`src/shared/lpi2c_defines.vh`:
```
// register map, field positions, reset values and timing constants of the byte master
`ifndef LPI2C_DEFINES_VH
`define LPI2C_DEFINES_VH

// ----------------------------------------------------------------------------
// register byte addresses
// ----------------------------------------------------------------------------
`define LPI2C_SLOT_PAIR_01 32'h3FF4883C
`define LPI2C_SLOT_PAIR_23 32'h3FF48840
`define LPI2C_SLOT_PAIR_45 32'h3FF48844
`define LPI2C_SLOT_PAIR_67 32'h3FF48848
`define LPI2C_XFER_CTRL 32'h3FF48850
`define LPI2C_SCL_LOW 32'h3FF48C00
`define LPI2C_CTRL 32'h3FF48C04
`define LPI2C_DEBUG 32'h3FF48C08
`define LPI2C_TIMEOUT 32'h3FF48C0C
`define LPI2C_EV_CLEAR 32'h3FF48C24
`define LPI2C_EV_ENABLE 32'h3FF48C28
`define LPI2C_EV_STATUS 32'h3FF48C2C
`define LPI2C_SDA_DUTY 32'h3FF48C30
`define LPI2C_SCL_HIGH 32'h3FF48C38
`define LPI2C_START_WAIT 32'h3FF48C40
`define LPI2C_STOP_WAIT 32'h3FF48C44
`define LPI2C_PIN_ROUTE 32'h3FF48C80

// ----------------------------------------------------------------------------
// field positions
// ----------------------------------------------------------------------------
`define LPI2C_SLOT_W 11
`define LPI2C_PAIR_RDATA_LSB 22
`define LPI2C_PAIR_DONE_BIT 30
`define LPI2C_XC_START_BIT 28
`define LPI2C_XC_FORCE_BIT 29
`define LPI2C_CTRL_SCL_PP_BIT 0
`define LPI2C_CTRL_SDA_PP_BIT 1
`define LPI2C_CTRL_MASTER_BIT 4
`define LPI2C_INS_SEL_LSB 22
`define LPI2C_INS_DIR_BIT 27
`define LPI2C_EV_TIMEOUT 0
`define LPI2C_EV_STOP 1
`define LPI2C_EV_MASTER_DONE 2
`define LPI2C_EV_ARB_LOST 3
`define LPI2C_EV_NACK 4
`define LPI2C_EV_W 5

// ----------------------------------------------------------------------------
// reset values (fast-clock cycles)
// ----------------------------------------------------------------------------
`define LPI2C_RST_SCL_LOW 40
`define LPI2C_RST_SCL_HIGH 40
`define LPI2C_RST_SDA_DUTY 16
`define LPI2C_RST_START_WAIT 30
`define LPI2C_RST_STOP_WAIT 44
`define LPI2C_RST_TIMEOUT 200

`endif

```
`src/core/lpi2c_master.v`:
```
// single-byte register read/write i2c master with register file and pin routing
`timescale 1ns/100ps
`default_nettype none
`include "lpi2c_defines.vh"

// Overview of operation
// - read: START, address with direction 0, register address, repeated START, address dir 1.
// - read ends taking one byte, answering NACK, then STOP.
// - write: after repeated START, address dir 0, one data byte, STOP after ack.
// - slave address comes from one of eight slots chosen by instruction argument.
// - byte read from slave on an instruction is written into general register zero; a software-started read is not.
// - SDA is sampled on each falling edge of SCL.
// - SCL low and high half-periods are separately programmable in fast-clock cycles.
// - SDA changes a programmable number of cycles after SCL falls.
// - after START the master waits a programmable number of cycles.
// - before STOP the master waits a programmable number of cycles.
// - a transaction longer than the programmed timeout raises a timeout event.
// - read and write share one opcode, told apart by a direction operand.
// - errors appear only in event status bits, never in co-processor registers.
// - an event latches only when its enable bit, shifted up by one, is set.
// - a latched event bit clears by writing its bit in the clear register.
// - SDA and SCL route to two of four candidate pins by a routing register.
// - direction operand 1 selects write, 0 selects read.
module lpi2c_master #(
  parameter CW = 20
) (
  input wire core_clk,
  input wire reset_n,
  input wire [31:0] reg_addr,
  input wire [31:0] reg_wdata,
  input wire reg_wr,
  input wire reg_rd,
  output reg [31:0] reg_rdata,
  input wire instr_valid,
  input wire [31:0] instr_word,
  output reg instr_done,
  output reg gr0_we,
  output reg [15:0] gr0_wdata,
  input wire [3:0] pad_in,
  output wire [3:0] pad_out,
  output wire [3:0] pad_oe
);

  // --------------------------------------------------------------------------
  // states
  // --------------------------------------------------------------------------
  localparam [2:0] S_IDLE = 3'h0;
  localparam [2:0] S_START = 3'h1;
  localparam [2:0] S_LOW = 3'h2;
  localparam [2:0] S_HIGH = 3'h3;
  localparam [2:0] S_RS_LOW = 3'h4;
  localparam [2:0] S_RS_HIGH = 3'h5;
  localparam [2:0] S_STOP_LOW = 3'h6;
  localparam [2:0] S_STOP_HIGH = 3'h7;

  // --------------------------------------------------------------------------
  // declarations
  // --------------------------------------------------------------------------
  reg [21:0] pair01_q, pair23_q, pair45_q, pair67_q;
  reg [29:0] xfer_ctrl_q;
  reg [4:0] ctrl_q;
  reg [CW-1:0] scl_low_q, scl_high_q, sda_duty_q, start_wait_q, stop_wait_q, timeout_q;
  reg [`LPI2C_EV_W:0] ev_en_q;
  reg [`LPI2C_EV_W-1:0] ev_st_q;
  reg [`LPI2C_EV_W-1:0] ev_q;
  reg [1:0] route_q;
  reg [7:0] rdata_q;
  reg done_flag_q;
  reg sw_start_prev_q;
  reg [3:0] pad_meta_q, pad_sync_q;
  reg [2:0] state_q;
  reg [CW-1:0] cnt_q, tout_cnt_q;
  reg [3:0] bit_q;
  reg [1:0] byte_q;
  reg [8:0] shift_q;
  reg [7:0] rx_q;
  reg scl_q, sda_q;
  reg cmd_write_q, from_ulp_q;
  reg [7:0] cmd_sub_q, cmd_data_q;
  reg [6:0] slave_addr_q;
  wire sw_go;
  wire ulp_go;
  wire go;
  wire [31:0] cmd;
  wire [2:0] cmd_sel;
  wire sda_in;
  wire master_mode;
  wire [21:0] sel_pair;
  wire [6:0] sel_addr;

  // --------------------------------------------------------------------------
  // pad input synchroniser
  // --------------------------------------------------------------------------
  always @(posedge core_clk) begin
    if (!reset_n) begin
      pad_meta_q <= 4'h0;
      pad_sync_q <= 4'h0;
    end else begin
      pad_meta_q <= pad_in;
      pad_sync_q <= pad_meta_q;
    end
  end

  assign sda_in = route_q[1] ? pad_sync_q[3] : pad_sync_q[2];
  assign master_mode = ctrl_q[`LPI2C_CTRL_MASTER_BIT];

  // --------------------------------------------------------------------------
  // command source and slot selection
  // --------------------------------------------------------------------------
  assign sw_go = xfer_ctrl_q[`LPI2C_XC_FORCE_BIT] & xfer_ctrl_q[`LPI2C_XC_START_BIT] &
                 ~sw_start_prev_q & (state_q == S_IDLE);
  assign ulp_go = instr_valid & (state_q == S_IDLE) & ~sw_go;
  assign go = sw_go | ulp_go;
  assign cmd = sw_go ? {4'h0, xfer_ctrl_q[27:0]} : instr_word;
  assign cmd_sel = cmd[`LPI2C_INS_SEL_LSB+2:`LPI2C_INS_SEL_LSB];
  assign sel_pair = (cmd_sel[2:1] == 2'h0) ? pair01_q :
                    (cmd_sel[2:1] == 2'h1) ? pair23_q :
                    (cmd_sel[2:1] == 2'h2) ? pair45_q : pair67_q;
  assign sel_addr = cmd_sel[0] ? sel_pair[`LPI2C_SLOT_W+6:`LPI2C_SLOT_W] : sel_pair[6:0];

  function [8:0] tx_bits;
    input [1:0] idx;
    input [6:0] addr;
    input wr;
    input [7:0] sub;
    input [7:0] data;
    begin
      case (idx)
        2'h0: tx_bits = {addr, 1'b0, 1'b1};
        2'h1: tx_bits = {sub, 1'b1};
        2'h2: tx_bits = {addr, ~wr, 1'b1};
        default: tx_bits = wr ? {data, 1'b1} : 9'h1FF;
      endcase
    end
  endfunction

  // --------------------------------------------------------------------------
  // bus engine
  // --------------------------------------------------------------------------
  always @(posedge core_clk) begin
    if (!reset_n) begin
      state_q <= S_IDLE;
      cnt_q <= {CW{1'b0}};
      tout_cnt_q <= {CW{1'b0}};
      bit_q <= 4'h0;
      byte_q <= 2'h0;
      shift_q <= 9'h1FF;
      rx_q <= 8'h00;
      scl_q <= 1'b1;
      sda_q <= 1'b1;
      cmd_write_q <= 1'b0;
      from_ulp_q <= 1'b0;
      cmd_sub_q <= 8'h00;
      cmd_data_q <= 8'h00;
      slave_addr_q <= 7'h00;
      ev_q <= {`LPI2C_EV_W{1'b0}};
      instr_done <= 1'b0;
      gr0_we <= 1'b0;
      gr0_wdata <= 16'h0000;
      rdata_q <= 8'h00;
      done_flag_q <= 1'b0;
    end else begin
      ev_q <= {`LPI2C_EV_W{1'b0}};
      instr_done <= 1'b0;
      gr0_we <= 1'b0;
      cnt_q <= cnt_q + 1'b1;
      tout_cnt_q <= (state_q == S_IDLE) ? {CW{1'b0}} : tout_cnt_q + 1'b1;
      if (state_q != S_IDLE && tout_cnt_q >= timeout_q) begin
        state_q <= S_IDLE;
        scl_q <= 1'b1;
        sda_q <= 1'b1;
        ev_q[`LPI2C_EV_TIMEOUT] <= 1'b1;
        instr_done <= from_ulp_q;
        done_flag_q <= 1'b1;
      end else begin
        case (state_q)
          S_IDLE: begin
            scl_q <= 1'b1;
            sda_q <= 1'b1;
            if (go) begin
              done_flag_q <= 1'b0;
              from_ulp_q <= ulp_go;
              cmd_write_q <= cmd[`LPI2C_INS_DIR_BIT];
              cmd_sub_q <= cmd[7:0];
              cmd_data_q <= cmd[15:8];
              slave_addr_q <= sel_addr;
              byte_q <= 2'h0;
              cnt_q <= {CW{1'b0}};
              if (master_mode) begin
                state_q <= S_START;
                sda_q <= 1'b0;
              end else begin
                instr_done <= ulp_go;
                done_flag_q <= 1'b1;
              end
            end
          end
          S_START: begin
            if (cnt_q >= start_wait_q) begin
              state_q <= S_LOW;
              scl_q <= 1'b0;
              cnt_q <= {CW{1'b0}};
              bit_q <= 4'h0;
              shift_q <= tx_bits(byte_q, slave_addr_q, cmd_write_q, cmd_sub_q, cmd_data_q);
            end
          end
          S_LOW: begin
            if (cnt_q == sda_duty_q) begin
              sda_q <= shift_q[8];
            end
            if (cnt_q >= scl_low_q) begin
              state_q <= S_HIGH;
              scl_q <= 1'b1;
              cnt_q <= {CW{1'b0}};
            end
          end
          S_HIGH: begin
            if (cnt_q >= scl_high_q) begin
              scl_q <= 1'b0;
              cnt_q <= {CW{1'b0}};
              shift_q <= {shift_q[7:0], 1'b1};
              if (bit_q != 4'h8) begin
                rx_q <= {rx_q[6:0], sda_in};
                bit_q <= bit_q + 1'b1;
                state_q <= S_LOW;
              end else if (sda_in && (byte_q != 2'h3 || cmd_write_q)) begin
                ev_q[`LPI2C_EV_NACK] <= 1'b1;
                state_q <= S_STOP_LOW;
              end else if (byte_q == 2'h1) begin
                state_q <= S_RS_LOW;
                byte_q <= 2'h2;
              end else if (byte_q == 2'h3) begin
                state_q <= S_STOP_LOW;
              end else begin
                state_q <= S_LOW;
                bit_q <= 4'h0;
                byte_q <= byte_q + 1'b1;
                shift_q <= tx_bits(byte_q + 2'h1, slave_addr_q, cmd_write_q, cmd_sub_q,
                                   cmd_data_q);
              end
            end
          end
          S_RS_LOW: begin
            if (cnt_q == sda_duty_q) begin
              sda_q <= 1'b1;
            end
            if (cnt_q >= scl_low_q) begin
              state_q <= S_RS_HIGH;
              scl_q <= 1'b1;
              sda_q <= 1'b1;
              cnt_q <= {CW{1'b0}};
            end
          end
          S_RS_HIGH: begin
            if (cnt_q >= scl_high_q) begin
              state_q <= S_START;
              sda_q <= 1'b0;
              cnt_q <= {CW{1'b0}};
            end
          end
          S_STOP_LOW: begin
            if (cnt_q == sda_duty_q) begin
              sda_q <= 1'b0;
            end
            if (cnt_q >= scl_low_q) begin
              state_q <= S_STOP_HIGH;
              scl_q <= 1'b1;
              sda_q <= 1'b0;
              cnt_q <= {CW{1'b0}};
            end
          end
          default: begin
            if (cnt_q >= stop_wait_q) begin
              state_q <= S_IDLE;
              sda_q <= 1'b1;
              ev_q[`LPI2C_EV_STOP] <= 1'b1;
              ev_q[`LPI2C_EV_MASTER_DONE] <= 1'b1;
              instr_done <= from_ulp_q;
              done_flag_q <= 1'b1;
              if (!cmd_write_q) begin
                rdata_q <= rx_q;
                gr0_we <= from_ulp_q;
                gr0_wdata <= from_ulp_q ? {8'h00, rx_q} : gr0_wdata;
              end
            end
          end
        endcase
      end
    end
  end

  // --------------------------------------------------------------------------
  // register writes and event latching
  // --------------------------------------------------------------------------
  always @(posedge core_clk) begin
    if (!reset_n) begin
      pair01_q <= 22'h000000;
      pair23_q <= 22'h000000;
      pair45_q <= 22'h000000;
      pair67_q <= 22'h000000;
      xfer_ctrl_q <= 30'h00000000;
      ctrl_q <= 5'h00;
      scl_low_q <= `LPI2C_RST_SCL_LOW;
      scl_high_q <= `LPI2C_RST_SCL_HIGH;
      sda_duty_q <= `LPI2C_RST_SDA_DUTY;
      start_wait_q <= `LPI2C_RST_START_WAIT;
      stop_wait_q <= `LPI2C_RST_STOP_WAIT;
      timeout_q <= `LPI2C_RST_TIMEOUT;
      ev_en_q <= {(`LPI2C_EV_W+1){1'b0}};
      ev_st_q <= {`LPI2C_EV_W{1'b0}};
      route_q <= 2'h0;
      sw_start_prev_q <= 1'b0;
    end else begin
      sw_start_prev_q <= xfer_ctrl_q[`LPI2C_XC_START_BIT];
      if (reg_wr && reg_addr == `LPI2C_EV_CLEAR) begin
        ev_st_q <= (ev_st_q & ~reg_wdata[`LPI2C_EV_W-1:0]) |
                   (ev_q & ev_en_q[`LPI2C_EV_W:1]);
      end else begin
        ev_st_q <= ev_st_q | (ev_q & ev_en_q[`LPI2C_EV_W:1]);
      end
      if (reg_wr) begin
        if (reg_addr == `LPI2C_SLOT_PAIR_01) begin
          pair01_q <= reg_wdata[21:0];
        end else if (reg_addr == `LPI2C_SLOT_PAIR_23) begin
          pair23_q <= reg_wdata[21:0];
        end else if (reg_addr == `LPI2C_SLOT_PAIR_45) begin
          pair45_q <= reg_wdata[21:0];
        end else if (reg_addr == `LPI2C_SLOT_PAIR_67) begin
          pair67_q <= reg_wdata[21:0];
        end else if (reg_addr == `LPI2C_XFER_CTRL) begin
          xfer_ctrl_q <= reg_wdata[29:0];
        end else if (reg_addr == `LPI2C_CTRL) begin
          ctrl_q <= reg_wdata[4:0];
        end else if (reg_addr == `LPI2C_SCL_LOW) begin
          scl_low_q <= reg_wdata[CW-1:0];
        end else if (reg_addr == `LPI2C_SCL_HIGH) begin
          scl_high_q <= reg_wdata[CW-1:0];
        end else if (reg_addr == `LPI2C_SDA_DUTY) begin
          sda_duty_q <= reg_wdata[CW-1:0];
        end else if (reg_addr == `LPI2C_START_WAIT) begin
          start_wait_q <= reg_wdata[CW-1:0];
        end else if (reg_addr == `LPI2C_STOP_WAIT) begin
          stop_wait_q <= reg_wdata[CW-1:0];
        end else if (reg_addr == `LPI2C_TIMEOUT) begin
          timeout_q <= reg_wdata[CW-1:0];
        end else if (reg_addr == `LPI2C_EV_ENABLE) begin
          ev_en_q <= reg_wdata[`LPI2C_EV_W:0];
        end else if (reg_addr == `LPI2C_PIN_ROUTE) begin
          route_q <= reg_wdata[1:0];
        end
      end
    end
  end

  // --------------------------------------------------------------------------
  // register reads, one cycle after the strobe
  // --------------------------------------------------------------------------
  always @(posedge core_clk) begin
    if (!reset_n) begin
      reg_rdata <= 32'h00000000;
    end else if (!reg_rd) begin
      reg_rdata <= 32'h00000000;
    end else if (reg_addr == `LPI2C_SLOT_PAIR_01) begin
      reg_rdata <= {10'h000, pair01_q};
    end else if (reg_addr == `LPI2C_SLOT_PAIR_23) begin
      reg_rdata <= {10'h000, pair23_q};
    end else if (reg_addr == `LPI2C_SLOT_PAIR_45) begin
      reg_rdata <= {10'h000, pair45_q};
    end else if (reg_addr == `LPI2C_SLOT_PAIR_67) begin
      reg_rdata <= {1'b0, done_flag_q, rdata_q, pair67_q};
    end else if (reg_addr == `LPI2C_XFER_CTRL) begin
      reg_rdata <= {2'h0, xfer_ctrl_q};
    end else if (reg_addr == `LPI2C_CTRL) begin
      reg_rdata <= {27'h0000000, ctrl_q};
    end else if (reg_addr == `LPI2C_DEBUG) begin
      reg_rdata <= {27'h0000000, scl_q, sda_q, state_q};
    end else if (reg_addr == `LPI2C_SCL_LOW) begin
      reg_rdata <= {{(32-CW){1'b0}}, scl_low_q};
    end else if (reg_addr == `LPI2C_SCL_HIGH) begin
      reg_rdata <= {{(32-CW){1'b0}}, scl_high_q};
    end else if (reg_addr == `LPI2C_SDA_DUTY) begin
      reg_rdata <= {{(32-CW){1'b0}}, sda_duty_q};
    end else if (reg_addr == `LPI2C_START_WAIT) begin
      reg_rdata <= {{(32-CW){1'b0}}, start_wait_q};
    end else if (reg_addr == `LPI2C_STOP_WAIT) begin
      reg_rdata <= {{(32-CW){1'b0}}, stop_wait_q};
    end else if (reg_addr == `LPI2C_TIMEOUT) begin
      reg_rdata <= {{(32-CW){1'b0}}, timeout_q};
    end else if (reg_addr == `LPI2C_EV_ENABLE) begin
      reg_rdata <= {{(31-`LPI2C_EV_W){1'b0}}, ev_en_q};
    end else if (reg_addr == `LPI2C_EV_STATUS) begin
      reg_rdata <= {{(32-`LPI2C_EV_W){1'b0}}, ev_st_q};
    end else if (reg_addr == `LPI2C_PIN_ROUTE) begin
      reg_rdata <= {30'h00000000, route_q};
    end else begin
      reg_rdata <= 32'h00000000;
    end
  end

  // --------------------------------------------------------------------------
  // pin routing: scl on pad 0 or 1, sda on pad 2 or 3
  // --------------------------------------------------------------------------
  genvar gi;
  generate
    for (gi = 0; gi < 4; gi = gi + 1) begin : g_pad
      localparam [1:0] PAD_IDX = gi;
      wire is_scl = (PAD_IDX == {1'b0, route_q[0]});
      wire is_sda = (PAD_IDX == {1'b1, route_q[1]});
      wire level = is_scl ? scl_q : sda_q;
      wire push_pull = is_scl ? ctrl_q[`LPI2C_CTRL_SCL_PP_BIT] : ctrl_q[`LPI2C_CTRL_SDA_PP_BIT];
      assign pad_out[gi] = (is_scl | is_sda) & push_pull & level;
      assign pad_oe[gi] = (is_scl | is_sda) & master_mode & (push_pull | ~level);
    end
  endgenerate

endmodule
`default_nettype wire

```
`config.mk`:
```
export PLATFORM = sky130hd
export DESIGN_NAME = lpi2c_master
export DESIGN_NICKNAME = d
export VERILOG_FILES = /design/src/core/lpi2c_master.v
export VERILOG_INCLUDE_DIRS = /design/src /design/src/shared
export SDC_FILE = /design/constraint.sdc
export NUM_CORES = 1
export LEC_CHECK = 0
export ABC_AREA = 1
export BUFFER_PORTS_ARGS = -buffer_cell sky130_fd_sc_hd__buf_2
export CORE_MARGIN = 1
export CORE_UTILIZATION = 24
export DETAILED_ROUTE_END_ITERATION = 10
export PLACE_DENSITY = 0.42
export SYNTH_ARGS = -nofsm -noshare
export SYNTH_HDL_FRONTEND = slang
export SYNTH_SLANG_ARGS = --single-unit
export TNS_END_PERCENT = 30
```
`constraint.sdc`:
```
create_clock -name core_clk -period 3.9 [get_ports core_clk]
set_clock_uncertainty 0.1 [all_clocks]
set_input_delay 0.39 -clock core_clk [delete_from_list [all_inputs] [get_ports core_clk]]
set_output_delay 0.39 -clock core_clk [all_outputs]
set_load 0.02 [all_outputs]
```
==> run_results.csv <==
group,metric,value,unit
pwr,comb_power_share,0.047,
cells_and_area,num-fill-cells,9561,
routing,dr.pass1.iters,5,
clock_tree,path_clk_slew,60,ps
sta,hold_viol_final,0,
die,coreArea,86900,um^2
sta,worstMarginPinSlew,964,ps
grt,grt_overflow,0,
pwr,p_leak,10.2,nW
synthesis,synth_enable_flop_cells,0,
routing,drc,0,
sta,slew_headroom,0.357,
cells_and_area,seqCellArea,8130,um^2
pwr,power.density,386,nW/um^2
synthesis,ys_warn_count,0,
grt,gr-usage-met2,0.307,
pwr,ir_drop,0.335,mV
sta,slew_violations,0,
setup_path,timing.rr.start,"cnt_q[18]",
cells_and_area,drive_above_1_share,0.121,
setup_path,crit_path_frequent_cell,"inv_1",
grt,use_met3,0.0236,
setup_path,critPathArrivalTime,3710,ps
die,rows,108,
sta,rsz0062_at_grt,"false",
routing,vias,20200,
setup_path,startpoint_type,"flop",
synthesis,synthDistinctLibCells,56,
synthesis,netlist_instances,2918,
die,io_pins,163,
die,die_width,298,um
setup_path,crit_path_end,"cnt_q[11]",
setup_path,r2r_cells,14,
cells_and_area,multi_input_area,11000,um^2
grt,gr-usage-all-layers,0.178,
grt,busiest_layer,"met2",
clock_tree,cts_buffers,50,
clock_tree,cts_sinks,406,
cells_and_area,final_nets,3267,
cells_and_area,areaGrowthSynthToFinish,19.1,%
routing,ant_nets,0,
placed_design,gp_congestion,0.853,
synthesis,synth_area,21100,um^2
setup_path,cp_slowest_stage_delay,520,ps
synthesis,ys_seq_area_frac,0.386,
synthesis,synth_common_cells,"nand2_1 (423), dfxtp_1 (406), a21oi_1 (396)",
setup_path,path_max_fanout,15,
pwr,power,9.68,mW
routing,routedWlPerCell,19.1,um
pwr,p_seq_frac,0.433,
setup_path,cp.required,4320,ps
die,dieHeight,298,um
sta,clock.fmax,304,MHz
setup_path,r2r_end,"cnt_q[11]",
grt,grt_use_met1,0.232,
pwr,switchingPower,2.28,mW
outcome,status,"finished, final reports clean",
setup_path,startpoint,"cnt_q[18]",
grt,grt_max_degree,182,
routing,via_per_inst,4.76,
sta,period_share,0.843,
clock_tree,htree_levels,2,
grt,grt_pass1_vias,19500,
clock_tree,tritoncts,"yes",
clock_tree,cts-hold-fix-buffers,25,
placed_design,port_buffers,137,
sta,setup_viol,0,
synthesis,synthMostInstantiatedCell,"nand2_1",
clock_tree,clockBufferDepth,3,
synthesis,ys_ff_latch,406,
pwr,switching_share,0.235,
flow_run,cap_violations,0,
setup_path,path_cells,"ha_1 -> nand2_1 -> inv_1 -> nand3_1 -> inv_1 -> a21oi_1 -> a21boi_0 -> nand4_1 -> inv_1 -> a21oi_1 -> nand4_1 -> buf_4 -> nand2_1 -> nor2_1",
synthesis,avgSynthCellArea,7.22,um^2
clock_tree,worstSkewPairLatency,620,ps
die,start_util,0.242,
clock_tree,cts_resized,0,
synthesis,netlist.area_leader.share,0.386,
sta,finalSetupTns,0,ps
synthesis,ys_top_cells_by_area,"dfxtp_1 (39%), a21oi_1 (9.4%), o21ai_0 (8.5%)",
clock_tree,cts_setup_buffers,0,
grt,antenna_found_initial,6,
synthesis,ys.flop_type,"dfxtp_1",
sta,fin_crit,3290,ps
die,dieArea,88900,um^2
setup_path,end_kind,"flop",
min_path,hold_path.class,"in2reg",
clock_tree,root_buffer,"clkbuf_16",
setup_path,cp_slowest_cell,"dfxtp_1",
placed_design,hpwl,59400,um
synthesis,synth_async_sr_flop_share,0,
setup_path,crit_type,"reg2reg",
synthesis,synth_top_area_cell,"dfxtp_1",
routing,drt_iter0_drc,1244,
setup_path,rrSetupSlack,610,ps
routing,totalWireLength,81000,um
pwr,internal-power,7.40,mW
grt,grt_pass1_wl,123000,um
pwr,power_frac_clock,0.520,
==> state kept, by name (all words and copies together), names as in the netlist, 22 cells and up <==
register,cells
pair23_q,22
reg_rdata,31
xfer_ctrl_q,30
pair01_q,22
pair45_q,22
pair67_q,22
==> stage by stage <==
step	utilization	area [um^2]	hold slack (ps)	std cells	setup slack [ps]
6_report	0.289	25100	33.2	4244	611
5_1_grt	0.289	25100	16.9	4242	360
4_1_cts	0.289	25100	0.0141	4242	640
3_5_place_dp	0.265	23100	306	4127	645
3_3_place_gp	0.265	23100	306	4127	688
2_1_floorplan	-	21100	290	2926	1530
==> cell usage in the layout, fill, tap and decap left out, types with 8 or more instances in the layout <==
cell type,n
nand2_1,423
dfxtp_1,406
a21oi_1,396
o21ai_0,359
inv_1,303
nor2_1,233
buf_2,136
ha_1,113
nand3_1,76
nand4_1,67
buf_4,59
nor3_1,53
clkbuf_16,50
o21ai_1,40
o211ai_1,33
a221oi_1,31
inv_2,27
a211oi_1,26
a31oi_1,25
dlygate4sd3_1,25
xnor2_1,15
nor2_2,14
or2_2,13
o22ai_1,12
clkbuf_8,12
xor2_1,11
a22oi_1,11
clkbuf_1,11
a211oi_2,10
nor4_1,9
conb_1,9
nor2_4,8
bufinv_16,8
==> per-layer routing <==
| layer | routed length (um) | up-vias | part of all wire |
|---|---|---|---|
| met3 | 3140 | 113 | 0.039 |
| met5 | 47 | - | 0.00058 |
| met4 | 2090 | 8 | 0.026 |
| met1 | 37100 | 9439 | 0.46 |
| li1 | - | 10200 | - |
| met2 | 38600 | 409 | 0.48 |
==> final cells by class <==
cell class | count | share of cell area
Sequential cell | 406 | 0.324
Timing Repair Buffer | 223 | 0.0569
Inverter | 337 | 0.0506
Clock buffer | 72 | 0.0576
Antenna cell | 2 | 0.000200
Clock inverter | 18 | 0.0127
Multi-Input combinational cell | 2031 | 0.440
Tap cell | 1155 | 0.0576
==> worst min path at each step <==
stage / slack (ps) / startpoint / endpoint / cells past startpoint
4_1_cts: 0.01 / reg_wdata[3] / scl_low_q[3] / 3
3_3_place_gp: 310 / pad_meta_q[2] / pad_sync_q[2] / 2
6_report: 30 / instr_word[1] / cmd_sub_q[1] / 3
5_1_grt: 20 / instr_word[7] / cmd_sub_q[7] / 3
3_5_place_dp: 310 / pad_meta_q[2] / pad_sync_q[2] / 2
2_1_floorplan: 290 / pad_meta_q[2] / pad_sync_q[2] / 2
==> power by group through the flow <==
| stage | registers, mW | logic, mW | clock network (mW) |
|---|---|---|---|
| 6_report | 4.19 | 0.454 | 5.03 |
| 5_1_grt | 4.19 | 0.495 | 5.34 |
| 4_1_cts | 4.19 | 0.461 | 5.17 |
| 3_5_place_dp | 4.28 | 0.440 | 0 |
| 3_3_place_gp | 4.28 | 0.442 | 0 |
| 2_1_floorplan | 4.27 | 0.243 | 0 |
==> critical path: cells and delay by family, from the launching register on <==
kind	cells	cell delay (ps)
buffers and inverters	4	600
adder cells (fa/ha/maj)	1	300
AND/OR/NAND/NOR	6	1110
AO/OA/AOI/OAI	3	560
flip-flops	1	520
==> cells by family after synthesis <==
logic type,Yosys count,share of synthesized area
xor gates and xnor gates,26,0.0108
buffers and inverters,489,0.0919
and+or+nand+nor,924,0.194
adders and majority gates,113,0.0671
DFF,406,0.386
other,1,0.000178
AOI/OAI and AO/OA,959,0.250
Power figures use the tool's default switching activity.
